File: config.mk
export PLATFORM = sky130hd
export DESIGN_NAME = sas_sequencer
export DESIGN_NICKNAME = d
export VERILOG_FILES = /design/src/logic/sas_pkg.sv /design/src/logic/sas_sequencer.sv
export SDC_FILE = /design/constraint.sdc
export NUM_CORES = 1
export LEC_CHECK = 0
export ABC_AREA = 1
export BUFFER_PORTS_ARGS = -buffer_cell sky130_fd_sc_hd__buf_4
export CELL_PAD_IN_SITES_DETAIL_PLACEMENT = 2
export CELL_PAD_IN_SITES_GLOBAL_PLACEMENT = 2
export CORE_ASPECT_RATIO = 0.5
export CORE_MARGIN = 5
export CORE_UTILIZATION = 39
export DETAILED_ROUTE_END_ITERATION = 6
export GPL_TIMING_DRIVEN = 0
export PLACE_DENSITY = 0.95
export RECOVER_POWER = 100
export SLEW_MARGIN = 20
export SYNTH_ARGS = -nofsm -noshare
export SYNTH_HDL_FRONTEND = slang
export SYNTH_SLANG_ARGS = --single-unit
File: constraint.sdc
create_clock -name clk -period 7.85 [get_ports clk]
set_input_delay 1.1775 -clock clk [delete_from_list [all_inputs] [get_ports clk]]
set_output_delay 1.1775 -clock clk [all_outputs]
set_load 0.01 [all_outputs]
File: src/logic/sas_pkg.sv
`default_nettype none
// ----------------------------------------------------------------
// Converter sequencer constants
// ----------------------------------------------------------------
package sas_pkg;
   localparam int AW = 4;
   localparam int DW = 16;
   localparam int RES_BITS = 12;
   localparam int NUM_INPUTS = 16;
   localparam int CNT_W = 5;

   // Register offsets
   localparam logic [AW-1:0] OFF_CONTROL_ONE   = 4'h0;
   localparam logic [AW-1:0] OFF_CONTROL_TWO   = 4'h1;
   localparam logic [AW-1:0] OFF_CONTROL_THREE = 4'h2;
   localparam logic [AW-1:0] OFF_CHAN_SELECT   = 4'h3;
   localparam logic [AW-1:0] OFF_PIN_CONFIG    = 4'h4;
   localparam logic [AW-1:0] OFF_SCAN_SELECT   = 4'h5;
   localparam logic [AW-1:0] OFF_RESULT        = 4'h6;
   localparam logic [AW-1:0] OFF_IRQ_STATUS    = 4'h7;
   localparam logic [AW-1:0] OFF_IRQ_MASK      = 4'h8;

   // Field positions
   localparam int POS_ENABLE   = 15;
   localparam int POS_TRIG_LO  = 5;
   localparam int POS_AUTO_SMP = 2;
   localparam int POS_SAMPLE   = 1;
   localparam int POS_DONE     = 0;
   localparam int POS_REF_EXT  = 13;
   localparam int POS_SPI_LO   = 2;
   localparam int POS_BUF_MODE = 1;
   localparam int POS_ALT_IN   = 0;
   localparam int POS_SMP_CNT  = 8;
   localparam int POS_RC_SEL   = 7;
   localparam int POS_DIV_LO   = 0;
   localparam int POS_CH_A     = 0;
   localparam int POS_CH_B     = 8;
   localparam int IRQ_DONE     = 0;
   localparam int IRQ_ABORT    = 1;

   // Values after reset
   localparam logic [DW-1:0] RST_REG = 16'h0000;
   localparam logic [RES_BITS-1:0] RST_RESULT = 12'h000;

   // Trigger source codes
   localparam logic [2:0] TRIG_SOFTWARE = 3'h0;
   localparam logic [2:0] TRIG_EXT_INT  = 3'h1;
   localparam logic [2:0] TRIG_TIMER_A  = 3'h2;
   localparam logic [2:0] TRIG_TIMER_B  = 3'h3;
   localparam logic [2:0] TRIG_AUTO     = 3'h7;

   // Counts of conversion clock periods
   localparam logic [CNT_W-1:0] CONV_TADS     = 5'h0e;
   localparam logic [CNT_W-1:0] SW_DELAY_TADS = 5'h0b;

   typedef enum logic [1:0] {ST_IDLE, ST_SAMPLE, ST_DELAY, ST_CONVERT} sas_state_t;
endpackage
`default_nettype wire

File: src/logic/sas_sequencer.sv
// Notes on behaviour
// - Successive approximation turns the selected input into a 12-bit result.
// - Up to 16 inputs share one multiplexer and one sample-and-hold.
// - A control bit picks supply pair or external reference pins.
// - Conversion continues in sleep when the RC clock is selected.
// - Separate registers hold channel select, pin analog/digital, scan inputs.
// - A trigger ends acquisition and starts conversion.
// - Software source: clearing sample bit triggers after 11 conversion clocks.
// - Auto source: trigger after programmed conversion clocks of acquisition.
// - Three-bit source field picks software, auto, timers or external interrupt.
// - Clearing enable aborts conversion and halts sampling until enable is set again with the sample bit or auto sample.
// - Aborted conversion leaves result buffer holding last written value; a disable on the final period still writes the result.
// - Disable in same cycle as auto trigger wins; no conversion starts.
// - Each conversion takes 14 conversion clock periods.
// - Conversion clock is half instruction cycle times divider plus one.
// - RC select bit clocks the converter from the RC oscillator.
`timescale 1ns/100ps
`default_nettype none
module sas_sequencer
   import sas_pkg::*;
(
   input  wire logic                     clk,
   input  wire logic                     rstn,
   input  wire logic [sas_pkg::AW-1:0]   reg_addr,
   input  wire logic [sas_pkg::DW-1:0]   reg_wdata,
   input  wire logic                     reg_wr,
   input  wire logic                     reg_rd,
   output logic      [sas_pkg::DW-1:0]   reg_rdata,
   input  wire logic                     sleep_mode,
   input  wire logic                     rc_osc_pin,
   input  wire logic                     ext_int_pin,
   input  wire logic                     timer_a_trig,
   input  wire logic                     timer_b_trig,
   input  wire logic                     cmp_in,
   output logic      [3:0]               mux_channel,
   output logic                          sample_hold,
   output logic      [sas_pkg::RES_BITS-1:0] dac_code,
   output logic                          ref_external,
   output logic      [sas_pkg::NUM_INPUTS-1:0] pin_analog,
   output logic      [sas_pkg::NUM_INPUTS-1:0] scan_inputs,
   output logic                          irq
);
   import sas_pkg::*;

   // ----------------------------------------------------------------
   // Declarations
   // ----------------------------------------------------------------
   logic [DW-1:0]       adc_control_one;
   logic [DW-1:0]       adc_control_two;
   logic [DW-1:0]       adc_control_three;
   logic [DW-1:0]       input_channel_select;
   logic [DW-1:0]       pin_analog_digital_config;
   logic [DW-1:0]       scan_input_select;
   logic [RES_BITS-1:0] result_buffer;
   logic [1:0]          irq_status;
   logic [1:0]          irq_mask;
   sas_state_t          state;
   sas_state_t          next_state;
   logic [CNT_W-1:0]    tad_cnt;
   logic [5:0]          div_cnt;
   logic [RES_BITS-1:0] sar;
   logic [3:0]          smp_cnt;
   logic [2:0]          rc_sync;
   logic [2:0]          ext_sync;
   logic [2:0]          cmp_sync;
   logic                rc_lvl;
   logic                rc_lvl_d;
   logic                ext_lvl;
   logic                ext_lvl_d;
   logic                cmp_lvl;
   logic                enter_conv;

   // ----------------------------------------------------------------
   // Field decode
   // ----------------------------------------------------------------
   wire        enable        = adc_control_one[POS_ENABLE];
   wire [2:0]  trigger_source_sel = adc_control_one[POS_TRIG_LO +: 3];
   wire        auto_sample_enable = adc_control_one[POS_AUTO_SMP];
   wire        sample_control = adc_control_one[POS_SAMPLE];
   wire [3:0]  samples_per_interrupt = adc_control_two[POS_SPI_LO +: 4];
   wire        alternate_input_sel = adc_control_two[POS_ALT_IN];
   wire [4:0]  auto_sample_count = adc_control_three[POS_SMP_CNT +: 5];
   wire        rc_clock_select = adc_control_three[POS_RC_SEL];
   wire [5:0]  conv_clock_divider = adc_control_three[POS_DIV_LO +: 6];

   // Bus strobes per register
   wire wr_one   = reg_wr && (reg_addr == OFF_CONTROL_ONE);
   wire wr_two   = reg_wr && (reg_addr == OFF_CONTROL_TWO);
   wire wr_three = reg_wr && (reg_addr == OFF_CONTROL_THREE);
   wire wr_chan  = reg_wr && (reg_addr == OFF_CHAN_SELECT);
   wire wr_pin   = reg_wr && (reg_addr == OFF_PIN_CONFIG);
   wire wr_scan  = reg_wr && (reg_addr == OFF_SCAN_SELECT);
   wire wr_res   = reg_wr && (reg_addr == OFF_RESULT);
   wire wr_ist   = reg_wr && (reg_addr == OFF_IRQ_STATUS);
   wire wr_imsk  = reg_wr && (reg_addr == OFF_IRQ_MASK);

   // Disable seen this cycle, including a write that clears it
   wire kill = wr_one ? !reg_wdata[POS_ENABLE] : !enable;

   // ----------------------------------------------------------------
   // Input synchronisers
   // ----------------------------------------------------------------
   // Three stages; level moves only when stages two and three agree
   always_ff @(posedge clk or negedge rstn)
   begin
      if (!rstn)
      begin
         rc_sync  <= 3'h0;
         ext_sync <= 3'h0;
         cmp_sync <= 3'h0;
      end
      else
      begin
         rc_sync  <= {rc_sync[1:0], rc_osc_pin};
         ext_sync <= {ext_sync[1:0], ext_int_pin};
         cmp_sync <= {cmp_sync[1:0], cmp_in};
      end
   end

   // Filtered levels and edge history
   always_ff @(posedge clk or negedge rstn)
   begin
      if (!rstn)
      begin
         rc_lvl    <= 1'b0;
         ext_lvl   <= 1'b0;
         cmp_lvl   <= 1'b0;
         rc_lvl_d  <= 1'b0;
         ext_lvl_d <= 1'b0;
      end
      else
      begin
         if (rc_sync[1] == rc_sync[2])
            rc_lvl <= rc_sync[2];
         if (ext_sync[1] == ext_sync[2])
            ext_lvl <= ext_sync[2];
         if (cmp_sync[1] == cmp_sync[2])
            cmp_lvl <= cmp_sync[2];
         rc_lvl_d  <= rc_lvl;
         ext_lvl_d <= ext_lvl;
      end
   end

   // ----------------------------------------------------------------
   // Conversion clock
   // ----------------------------------------------------------------
   // Divider counts half instruction cycles; halts while asleep
   // Restarts when a conversion begins so the first step settles a full period
   wire div_tick = !sleep_mode && (div_cnt == conv_clock_divider);
   wire rc_tick  = rc_lvl && !rc_lvl_d;
   wire conv_clock_period      = rc_clock_select ? rc_tick : div_tick;

   always_ff @(posedge clk or negedge rstn)
   begin
      if (!rstn)
         div_cnt <= 6'h00;
      else if (div_tick || !enable || enter_conv)
         div_cnt <= 6'h00;
      else if (!sleep_mode)
         div_cnt <= div_cnt + 6'h01;
   end

   // ----------------------------------------------------------------
   // Trigger selection
   // ----------------------------------------------------------------
   wire ext_rise  = ext_lvl && !ext_lvl_d;
   wire [4:0] smp_min = (auto_sample_count == 5'h00) ? 5'h01 : auto_sample_count;
   wire auto_fire = conv_clock_period && (tad_cnt + 5'h01 >= smp_min);
   wire src_fire  = (trigger_source_sel == TRIG_EXT_INT) ? ext_rise :
                    (trigger_source_sel == TRIG_TIMER_A) ? timer_a_trig :
                    (trigger_source_sel == TRIG_TIMER_B) ? timer_b_trig :
                    (trigger_source_sel == TRIG_AUTO)    ? auto_fire : 1'b0;
   wire sw_mode   = (trigger_source_sel == TRIG_SOFTWARE);
   wire sw_fire   = conv_clock_period && (tad_cnt == SW_DELAY_TADS - 5'h01);
   wire conv_done = (state == ST_CONVERT) && conv_clock_period && (tad_cnt == CONV_TADS - 5'h01);
   wire start_smp = enable && (sample_control || auto_sample_enable);

   // ----------------------------------------------------------------
   // Successive approximation step
   // ----------------------------------------------------------------
   wire [RES_BITS-1:0] trial    = 12'h800 >> tad_cnt[3:0];
   wire [RES_BITS-1:0] next_sar = ((cmp_lvl || tad_cnt >= 5'h0c) ? sar : (sar & ~trial)) | (trial >> 1);

   // ----------------------------------------------------------------
   // Sequencer state
   // ----------------------------------------------------------------
   always_comb
   begin
      next_state = state;
      case (state)
         ST_IDLE:
            if (start_smp && !kill)
               next_state = ST_SAMPLE;
         ST_SAMPLE:
            if (kill)
               next_state = ST_IDLE;
            else if (sw_mode && !sample_control)
               next_state = ST_DELAY;
            else if (!sw_mode && src_fire)
               next_state = ST_CONVERT;
         ST_DELAY:
            if (kill)
               next_state = ST_IDLE;
            else if (sw_fire)
               next_state = ST_CONVERT;
         ST_CONVERT:
            if (kill)
               next_state = ST_IDLE;
            else if (conv_done)
               next_state = auto_sample_enable ? ST_SAMPLE : ST_IDLE;
         default:
            next_state = ST_IDLE;
      endcase
   end

   assign enter_conv = (state != ST_CONVERT) && (next_state == ST_CONVERT);
   wire aborted    = kill && (state == ST_CONVERT || state == ST_DELAY);

   // State, period counter and approximation register
   always_ff @(posedge clk or negedge rstn)
   begin
      if (!rstn)
      begin
         state   <= ST_IDLE;
         tad_cnt <= 5'h00;
         sar     <= 12'h000;
      end
      else
      begin
         state <= next_state;
         if (next_state != state)
            tad_cnt <= 5'h00;
         else if (conv_clock_period)
            tad_cnt <= tad_cnt + 5'h01;
         if (enter_conv)
            sar <= 12'h800;
         else if (state == ST_CONVERT && conv_clock_period)
            sar <= next_sar;
      end
   end

   // ----------------------------------------------------------------
   // Register file
   // ----------------------------------------------------------------
   // First control register: sample bit and done flag also moved by hardware
   always_ff @(posedge clk or negedge rstn)
   begin
      if (!rstn)
         adc_control_one <= RST_REG;
      else
      begin
         if (wr_one)
            adc_control_one <= reg_wdata;
         if (kill && state != ST_IDLE)
            adc_control_one[POS_SAMPLE] <= 1'b0;
         else if (enter_conv && !sw_mode)
            adc_control_one[POS_SAMPLE] <= 1'b0;
         else if (conv_done && auto_sample_enable)
            adc_control_one[POS_SAMPLE] <= 1'b1;
         if (conv_done)
            adc_control_one[POS_DONE] <= 1'b1;
      end
   end

   // Plain configuration registers
   always_ff @(posedge clk or negedge rstn)
   begin
      if (!rstn)
      begin
         adc_control_two           <= RST_REG;
         adc_control_three         <= RST_REG;
         input_channel_select      <= RST_REG;
         pin_analog_digital_config <= RST_REG;
         scan_input_select         <= RST_REG;
         irq_mask                  <= 2'h0;
      end
      else
      begin
         if (wr_two)
            adc_control_two <= reg_wdata;
         if (wr_three)
            adc_control_three <= reg_wdata;
         if (wr_chan)
            input_channel_select <= reg_wdata;
         if (wr_pin)
            pin_analog_digital_config <= reg_wdata;
         if (wr_scan)
            scan_input_select <= reg_wdata;
         if (wr_imsk)
            irq_mask <= reg_wdata[1:0];
      end
   end

   // Result buffer, status and samples per interrupt
   always_ff @(posedge clk or negedge rstn)
   begin
      if (!rstn)
      begin
         result_buffer <= RST_RESULT;
         irq_status    <= 2'h0;
         smp_cnt       <= 4'h0;
      end
      else
      begin
         if (conv_done)
            result_buffer <= next_sar;
         else if (wr_res)
            result_buffer <= reg_wdata[RES_BITS-1:0];
         if (conv_done)
            smp_cnt <= (smp_cnt == samples_per_interrupt) ? 4'h0 : smp_cnt + 4'h1;
         irq_status[IRQ_DONE] <= (conv_done && smp_cnt == samples_per_interrupt) ||
                                 (irq_status[IRQ_DONE] && !(wr_ist && reg_wdata[IRQ_DONE]));
         irq_status[IRQ_ABORT] <= aborted ||
                                  (irq_status[IRQ_ABORT] && !(wr_ist && reg_wdata[IRQ_ABORT]));
      end
   end

   // Read data one cycle after the strobe; unmapped reads zero
   wire [DW-1:0] rd_mux =
      (reg_addr == OFF_CONTROL_ONE)   ? adc_control_one :
      (reg_addr == OFF_CONTROL_TWO)   ? adc_control_two :
      (reg_addr == OFF_CONTROL_THREE) ? adc_control_three :
      (reg_addr == OFF_CHAN_SELECT)   ? input_channel_select :
      (reg_addr == OFF_PIN_CONFIG)    ? pin_analog_digital_config :
      (reg_addr == OFF_SCAN_SELECT)   ? scan_input_select :
      (reg_addr == OFF_RESULT)        ? {4'h0, result_buffer} :
      (reg_addr == OFF_IRQ_STATUS)    ? {14'h0000, irq_status} :
      (reg_addr == OFF_IRQ_MASK)      ? {14'h0000, irq_mask} : 16'h0000;

   always_ff @(posedge clk or negedge rstn)
   begin
      if (!rstn)
         reg_rdata <= 16'h0000;
      else
         reg_rdata <= reg_rd ? rd_mux : 16'h0000;
   end

   // ----------------------------------------------------------------
   // Front end outputs
   // ----------------------------------------------------------------
   always_ff @(posedge clk or negedge rstn)
   begin
      if (!rstn)
      begin
         mux_channel  <= 4'h0;
         sample_hold  <= 1'b0;
         ref_external <= 1'b0;
         pin_analog   <= 16'h0000;
         scan_inputs  <= 16'h0000;
      end
      else
      begin
         mux_channel  <= alternate_input_sel ? input_channel_select[POS_CH_B +: 4] :
                                               input_channel_select[POS_CH_A +: 4];
         sample_hold  <= (next_state == ST_SAMPLE);
         ref_external <= adc_control_two[POS_REF_EXT];
         pin_analog   <= ~pin_analog_digital_config;
         scan_inputs  <= scan_input_select;
      end
   end

   assign dac_code = sar;
   assign irq      = |(irq_status & irq_mask);

   logic [4:0] chk_tads;
   logic [6:0] chk_gap;
   always_ff @(posedge clk or negedge rstn)
   begin
      if (!rstn)
      begin
         chk_tads <= 5'h00;
         chk_gap  <= 7'h00;
      end
      else
      begin
         chk_tads <= enter_conv ? 5'h00 : (state == ST_CONVERT && conv_clock_period) ? chk_tads + 5'h01 : chk_tads;
         chk_gap  <= (div_tick || !enable || enter_conv) ? 7'h00 : sleep_mode ? chk_gap : chk_gap + 7'h01;
      end
   end
endmodule
`default_nettype wire

### Yosys cells after proc, flatten, opt, wreduce, memory -nomap -nowiden

Cells that the tools add are included.

| operators by class | value |
|---|---|
| shifts and indexed selects | 1 |
| order comparisons | 2 |
| bitwise operators | 5 |
| eq/ne operators | 27 |
| multipliers | 0 |
| mux-type cells | 43 |
| divide/modulo/power cells | 0 |
| reductions and logical operators | 58 |
| $add $sub $neg | 3 |

Operator list:

| cell | number |
|---|---|
| 2-to-1 mux 16 bit | 7 |
| 2-to-1 mux 12 bit | 6 |
| logical AND 1 bit | 30 |
| 2-to-1 mux 2 bit | 11 |
| equality test 4 x 3 -> 1 bit (second input constant) | 4 |
| NOT 16 bit | 1 |
| 2-to-1 mux 5 bit | 3 |
| AND 12 bit | 1 |
| 2-to-1 mux 6 bit | 2 |
| NOT 12 bit | 1 |
| bitwise OR 12 x 11 -> 12 bit | 1 |
| right shift 12 x 4 -> 12 bit (first input constant) | 1 |
| 2-to-1 mux 1 bit | 11 |
| equality test 5 x 4 -> 1 bit (second input constant) | 2 |
| zero test 1 bit | 10 |
| nonzero test 2 bit | 5 |
| equality test 4 x 2 -> 1 bit (second input constant) | 2 |
| 2-to-1 mux 4 bit | 2 |
| case mux 2 bit (4 select lines) | 1 |
| logical OR 1 bit | 7 |
| adder 6 x 1 -> 6 bit (second input constant) | 1 |
| equality test 2 bit (second input constant) | 3 |
| equality test 3 x 2 -> 1 bit (second input constant) | 2 |
| equality test 6 bit | 1 |
| 21 further kinds | 24 |

| word-level totals | value |
|---|---|
| memories | 0 |
| register bits after elaboration | 209 |
| bits in latches | 0 |
| output and inout bits | 67 |
| bits in read-only memories | 0 |
| RAM bits | 0 |
| word-level logic and storage cells | 169 |
| bits of input ports | 30 |

### Depth between registers and ports, before layout

Gate-level depths: netlist of run 1.

| depth | value |
|---|---|
| depth in word-level cells | 18 |
| depth in mapped cells | 21 |
| depth with buffers taken out | 19 |

### Worst setup path before layout of run 1

Ideal clock, no wire load.

| timing path | value |
|---|---|
| path type | input to register |
| start point | input port reg_addr[3] (netlist name) |
| end point | register div_cnt[1] |
| cell stages on the path | 12 |
| data arrival time | 2.545 ns |
| buffers on the path | 0 |
| slack | 5.182 ns |
| required time | 7.728 ns |
| library setup time | 0.122 ns |
| path through | nor2_4 inv_2 nor2_8 nand2_4 nand2_2 o21ai_4 a211oi_1 o21ai_4 nor2_8 nand2_4 nand2_4 nor2_2 |

| between the ends | value |
|---|---|
| cells in the longest elaborated chain, start to end | 11 |
| elaborated cells between the ends (all ways) | 15 |
| those cells by class | eq/ne: 2; mux: 7; reduce/logical: 6 |

Ends and longest elaborated chain:

| what | RTL line | text |
|---|---|---|
| from (decl) | sas_sequencer.sv:24 | `input wire logic [sas_pkg::AW-1:0] reg_addr,` |
| zero test 4 bit (*) | sas_sequencer.sv:87 | `wire wr_one = reg_wr && (reg_addr == OFF_CONTROL_ONE);` |
| logical AND 1 bit (*) | sas_sequencer.sv:87 |  |
| 2-to-1 mux 1 bit (*) | sas_sequencer.sv:98 | `wire kill = wr_one ? !reg_wdata[POS_ENABLE] : !enable;` |
| zero test 1 bit | sas_sequencer.sv:192 | `if (start_smp && !kill)` |
| logical AND 1 bit | sas_sequencer.sv:192 |  |
| 2-to-1 mux 2 bit | sas_sequencer.sv:192 |  |
| case mux 2 bit (4 select lines) (*) | sas_sequencer.sv:190 | `case (state)` |
| equality test 2 bit (*) | sas_sequencer.sv:216 | `assign enter_conv = (state != ST_CONVERT) && (next_state == ST_CONVERT);` |
| logical AND 1 bit (*) | sas_sequencer.sv:216 |  |
| logical OR 1 bit (*) | n/a |  |
| != test 2 x 1 -> 1 bit (no line) or 2-to-1 mux 6 bit (tied branches) | n/a |  |
| to (signal assigned) | sas_sequencer.sv:160 | `div_cnt <= div_cnt + 6'h01;` |
| to (decl) | sas_sequencer.sv:60 | `logic [5:0] div_cnt;` |

Every way passes the cells marked *; elsewhere a longest branch is shown, timed or not.
A chain may end at the register's enable or synchronous reset.

### Worst setup path after layout of run 1

| timing path | value |
|---|---|
| start point | input port reg_addr[1] (netlist name) |
| end point | register div_cnt[2] |

Same word-level chain as after synthesis.

==> flow_metrics.env, run 1 <==
export IMPL_outcome="complete, but fails checks"
export IMPL_violations="capacitance limit, slew limit"
export IMPL_syn_inst=973
export IMPL_crit_required_ns=8.30
export IMPL_cts_tree="done"
export IMPL_setup_ws_ns=3.00
export IMPL_syn_avg_cell_area_um2=9.24
export IMPL_wl_met3_um=3150
export IMPL_cp_buffers_inverters=3
export IMPL_final_hold_viol_count=0
export IMPL_rows=39
export IMPL_grt_usage_pct=33.7
export IMPL_holdCritStartpoint="ext_sync[0]"
export IMPL_synth_top_area_share_pct=58.2
export IMPL_drt_first_iter_violations=897
export IMPL_cap_violations=1
export IMPL_area_growth_pct=17.3
export IMPL_synth_async_sr_flop_share_pct=100
export IMPL_cp_start_kind="input port"
export IMPL_cts_hold_buf=0
export IMPL_min_to="ext_sync[1]"
export IMPL_r2r_slack_ns=4.15
export IMPL_crit_family="simple AND/OR/NAND/NOR gates"
export IMPL_yosysMostFrequentCell="nand2_1"
export IMPL_drv_slew=34
export IMPL_min_period_over_period_pct=61.8
export IMPL_wl_met2_um=21700
export IMPL_port_buffers=95
export IMPL_drive_above_1_share_pct=7.49
export IMPL_synth_nets=1016
export IMPL_pre_cts_ws_ns=4.35
export IMPL_rsz0062_at_grt="false"
export IMPL_synth_edf_count=0
export IMPL_htreeDepth=1
export IMPL_finClkSkew_ns=0.0268
export IMPL_synthesis_area_um2=8990
export IMPL_hold_class="flip-flop to flip-flop"
export IMPL_finalNetCount=1136
export IMPL_avgViaCountPerCell=6.07
export IMPL_ir_worst_vdd_v=0.000134
export IMPL_yosysUniqueCellTypes=47
export IMPL_cts_buffers=21
export IMPL_r2r_end="div_cnt[2]"
export IMPL_cts_path_max_buffers=3
export IMPL_synthTopCellsByArea="dfrtp_1, nand2_1, o21ai_0, inv_1, nor2_1"
export IMPL_cts_setup_buffers=0
export IMPL_routabilityCongestion=0.915
export IMPL_max_stage_delay_ns=0.77
export IMPL_grt_pass1_vias=9709
export IMPL_rr_startpoint="adc_control_three[1]"
export IMPL_yosysSeqAreaShare_pct=58.2
export IMPL_path_clk_slew_ns=0.08
export IMPL_cts_root_buf="clkbuf_16"
export IMPL_wirelength_met1_um=17600
export IMPL_drt_total_wl_um=44900
export IMPL_cp_slowest_cell="nor2_1"
export IMPL_whs_ns=0.354
export IMPL_grt_max_degree=91
export IMPL_pin_count=97
export IMPL_die_width_um=225
export IMPL_insertion_delay_ns=0.54
export IMPL_grt_pass1_wl_um=67000
export IMPL_core_area_um2=22700
export IMPL_synth_largest_area_cell="dfrtp_1"
export IMPL_die_y_um=117
export IMPL_ys_flop_type="dfrtp_1"
export IMPL_worst_slew_pin_slew_ns=2.00
export IMPL_start_util_pct=39.5
export IMPL_critPathArrivalTime_ns=5.30
export IMPL_cts_resized_gates=0
export IMPL_setup_violations=0
export IMPL_ys_ff_latch=209
export IMPL_num_vias=8601
export IMPL_fmax_mhz=206
export IMPL_utilization_pct=46.4
export IMPL_grt_overflow_total=0
export IMPL_wire_per_inst_um=31.7
export IMPL_powerDensity_nw_per_um2=321
export IMPL_place_hpwl_um=28100
export IMPL_antenna_left=0
export IMPL_cts_sinks=209
export IMPL_worstSetupPathType="input port to flip-flop"
export IMPL_remaining_drc_errors=0
export IMPL_fillers=2510
export IMPL_firstDrtPassIters=5
export IMPL_min_path_cells=0
export IMPL_finalCriticalPeriod_ns=4.85
export IMPL_p_leak_uw=0.00502
export IMPL_highest_layer="met5"
export IMPL_relSlewSlack_pct=-33.4
export IMPL_netlist_top_cells_count="nand2_1, dfrtp_1, o21ai_0"
export IMPL_ys_warn_count=0
export IMPL_grt_antenna_before_repair=2
export IMPL_ff2ff_path_depth=16
export IMPL_die_area_um2=26400
export IMPL_critical_path_cell_chain="clkbuf_1, nor2_1, inv_1, nor2_1, nand2_4, o21ai_0, inv_1, nand3_1, nand2_1, nor2_1, nand2_1, o21ai_0, nor2_8, nand2_1, nand2_1, nor2_1"
export IMPL_cp_end_kind="flip-flop"
export IMPL_tns_ns=0
export IMPL_path_max_fanout=10
==> layer usage <==
metal	track usage [%]	vias to the layer above
li1	-	3433
met2	56.4	504
met4	15.4	4
met1	42.0	4486
met3	7.41	174
met5	0	-
==> metrics by stage <==
step           cells  instance area (µm²)  total power [µW]
2_1_floorplan    973                 8990              1790
3_3_place_gp    1375                10100              2070
3_5_place_dp    1377                10200              2200
4_1_cts         1415                10900              3430
5_1_grt         1415                10500              3490
6_report        1416                10600              3390
==> sequential cells by signal, indices dropped and copies added (netlist names), 3 cells and up <==
name	cells
adc_control_one	16
adc_control_three	16
adc_control_two	16
cmp_sync	3
dac_code	12
div_cnt	6
ext_sync	3
input_channel_select	16
mux_channel	4
pin_analog	16
pin_analog_digital_config	16
rc_sync	3
reg_rdata	16
result_buffer	12
scan_input_select	16
scan_inputs	16
smp_cnt	4
tad_cnt	5
==> cells in the final DEF, fill, tap and decap left out, drive strengths merged, types with 2 or more instances in the layout <==
cell type and n:
ha 13, a22oi 7, inv 127, buf 30, o211ai 16, a221oi 18, nor2 63, maj3 3
a21oi 33, nand3 25, bufinv 4, clkbuf 125, dfrtp 209, nand4 3, clkinv 9, nand3b 2
a21boi 2, o21ai 130, o2111ai 10, nor3 16, nand2 230, o311ai 2, clkinvlp 3, a31oi 5
xor2 10
==> cells by family after synthesis <==
logic type / Yosys count / share of synthesized area, %
simple gates: 341 / 16.1
compound gates: 233 / 15.6
flops: 209 / 58.2
buf+inv: 163 / 6.94
fa+ha+maj: 16 / 2.14
xor+xnor: 11 / 1.07
==> worst max path at each step <==
| stage | startpoint | to | cells after the start |
|---|---|---|---|
| after global routing | reg_addr[1] | div_cnt[2] | 16 |
| final | reg_addr[1] | div_cnt[2] | 16 |
| after detailed placement | reg_addr[3] | result_buffer[10] | 11 |
| after CTS | tad_cnt[2] | dac_code[6] | 19 |
| after floorplan | reg_addr[3] | div_cnt[1] | 12 |
| after global placement | rstn | reg_rdata[0] | 1 |
==> power breakdown <==
part	total (µW)	internal (µW)	leakage [µW]	switching (µW)
registers	1480	1270	0.00262	209
clock network	1170	656	0.000363	511
logic	741	196	0.00203	544
==> layout make-up <==
cell class | count | area (µm²) | share of cell area [%]
flip-flops and latches | 209 | 5230 | 49.6
multi-input cells | 601 | 3070 | 29.1
clock buffers | 25 | 571 | 5.41
repair buffers | 97 | 502 | 4.76
inverters | 130 | 488 | 4.62
well taps | 307 | 384 | 3.64
clock inverters | 13 | 176 | 1.67
plain buffers | 33 | 131 | 1.25
diodes | 1 | 2.50 | 0.0237
No activity file was read; power rests on OpenSTA's default activity.
==> run 2, diff against run 1 <==
- CORE_UTILIZATION: 39 -> 33
- PLACE_DENSITY: 0.95 -> 0.87
- clock period: 7.85 -> 4.1 ns (I/O delays scaled with it)
==> run 2 against run 1 <==
Net effect: the run still ends with capacitance limit, slew limit left; largest cell class unchanged; worst setup slack got worse by 2.3 ns; utilization is 6.7 points lower; critical path depth is the same; sequential power rose by 88%; cell count is 3.0% higher; power grew 82%; combinational power up 75%; sequential share of layout area is 0.13 points lower; clock skew is 0.0067 ns higher; cell area rose by 0.27%; highest routed layer is now met4; hold slack got worse by 0.14 ns; flip-flop and latch count is the same; largest power group unchanged.
==> flow_metrics.env, run 2 (synthesis results as in run 1) <==
export IMPL_outcome="complete, but fails checks"
export IMPL_violations="capacitance limit, slew limit"
export IMPL_avgViaCountPerCell=5.55
export IMPL_core_area_um2=26600
export IMPL_min_period_over_period_pct=82.9
export IMPL_cts_buffers=22
export IMPL_cts_resized_gates=0
export IMPL_cp_start_kind="input port"
export IMPL_final_common_cell="nand2_1"
export IMPL_drv_slew=34
export IMPL_drt_total_wl_um=38100
export IMPL_ir_worst_vdd_v=0.000218
export IMPL_htreeDepth=1
export IMPL_cts_root_buf="clkbuf_16"
export IMPL_grt_util_met3_pct=6.05
export IMPL_area_growth_pct=17.7
export IMPL_die_y_um=127
export IMPL_place_area_um2=10200
export IMPL_setup_violations=0
export IMPL_grt_pass1_vias=9386
export IMPL_path_max_fanout=10
export IMPL_layout_common_cells="nand2_1, dfrtp_1, o21ai_0, inv_1, clkbuf_1"
export IMPL_max_stage_delay_ns=0.72
export IMPL_die_area_um2=30900
export IMPL_cts_path_max_buffers=3
export IMPL_antenna_left=0
export IMPL_critical_path_cell_chain="clkbuf_1, nor2_1, inv_1, nor2_1, nand2_4, o21ai_0, inv_2, nand3_1, nand2_1, nor2_1, nand2_1, o21ai_4, nor2_8, nand2_1, nand2_4, nor2_1"
export IMPL_crit_top_cell="nor2_1"
export IMPL_worstSetupPathType="input port to flip-flop"
export IMPL_firstDrtPassIters=5
export IMPL_cap_violations=1
export IMPL_fmax_mhz=294
export IMPL_wire_per_inst_um=26.1
export IMPL_powerDensity_nw_per_um2=582
export IMPL_hold_class="input port to flip-flop"
export IMPL_pin_count=97
export IMPL_worst_slew_pin_slew_ns=2.24
export IMPL_rsz0062_at_grt="false"
export IMPL_cts_sinks=209
export IMPL_grt_max_degree=101
export IMPL_port_buffers=95
export IMPL_min_path_cells=1
export IMPL_start_util_pct=33.8
export IMPL_routabilityCongestion=0.903
export IMPL_finish_instance_area_um2=10600
export IMPL_cp_slowest_cell="nor2_1"
export IMPL_die_width_um=243
export IMPL_grt_pass1_wl_um=58600
export IMPL_busiest_layer="met2"
export IMPL_finalCriticalPeriod_ns=3.40
export IMPL_use_met1_pct=28.5
export IMPL_num_vias=8091
export IMPL_rows=42
export IMPL_finClkSkew_ns=0.0335
export IMPL_grt_antenna_before_repair=1
export IMPL_crit_required_ns=4.54
export IMPL_n_antenna_cell=0
export IMPL_p_leak_uw=0.00501
export IMPL_cts_tree="done"
export IMPL_critPathArrivalTime_ns=3.84
export IMPL_path_clk_slew_ns=0.06
export IMPL_remaining_drc_errors=0
export IMPL_relSlewSlack_pct=-49.0
export IMPL_drt_first_iter_violations=636
export IMPL_tns_ns=0
export IMPL_grt_usage_pct=24.5
export IMPL_grt_overflow_total=0
export IMPL_drive_above_1_share_pct=7.23
export IMPL_final_hold_viol_count=0
export IMPL_insertion_delay_ns=0.55
export IMPL_finalNetCount=1138
export IMPL_place_hpwl_um=24700
export IMPL_use_met2_pct=43.6
export IMPL_cp_end_kind="flip-flop"
export IMPL_ff2ff_path_depth=20
run 2: changes by cell type in the layout (fill, tap and decap cells not counted), moves of 2 or more:
cell,delta
clkinvlp_4,-3
nor2_1,+2
nor2_2,-2
buf_1,-2
clkbuf_1,+3
bufinv_16,-2
run 2: final timing paths:
path                             start            endpoint  slack (ns)
min reg2reg                ext_sync[0]         ext_sync[1]        0.35
max                        reg_addr[1]          div_cnt[4]        0.70
min in group asynchronous         rstn         cmp_sync[0]        1.30
max reg2reg                 tad_cnt[0]  adc_control_one[1]        0.78
min                             cmp_in         cmp_sync[0]        0.22
max in group asynchronous         rstn        ref_external        1.47
run 2: layer usage:
layer / share of wire, % / routed length (µm) / vias to the layer above
li1: - / - / 3441
met1: 39 / 14900 / 4258
met2: 50 / 18900 / 277
met3: 6.6 / 2500 / 115
met4: 4.6 / 1740 / 0
met5: 0 / 0 / -
run 2: cell type report:
class	instances	area, µm²
Buffer	33	131
Fill cell	2910	16100
Tap cell	352	440
Timing Repair Buffer	98	515
Multi-Input combinational cell	601	3080
Inverter	130	488
Clock inverter	8	105
Sequential cell	209	5230
Clock buffer	27	589
run 2: timing repair:
item | CTS | global route
endpoints found under the setup margin | 0 | 0
setup buffers | 0 | 0
endpoints found under the hold margin | 33 | 0
hold buffers | 1 | 0
run 2: per-stage QoR:
stage                     utilization [%]  instances  power (µW)  hold WS, ns  worst slack [ns]
after CTS                            41.0       1458        6300        0.179              1.01
after floorplan                         -        973        3430        0.319              1.63
after global placement               38.1       1420        3990        0.336             0.913
final                                39.7       1458        6150        0.216             0.702
after global routing                 39.7       1458        6420        0.202             0.478
after detailed placement             38.3       1422        4130        0.337              1.04
run 2: power by group:
part	total [µW]	internal, µW	leakage, µW	switching, µW
clock	2080	1150	0.000344	929
sequential	2780	2430	0.00262	344
combinational	1300	380	0.00204	920
run 2: critical path: cells and delay by family:
family                 cells  cell delay, ns
AOI/OAI and AO/OA          2            0.80
and+or+nand+nor           11            2.00
buffers and inverters      3            0.41
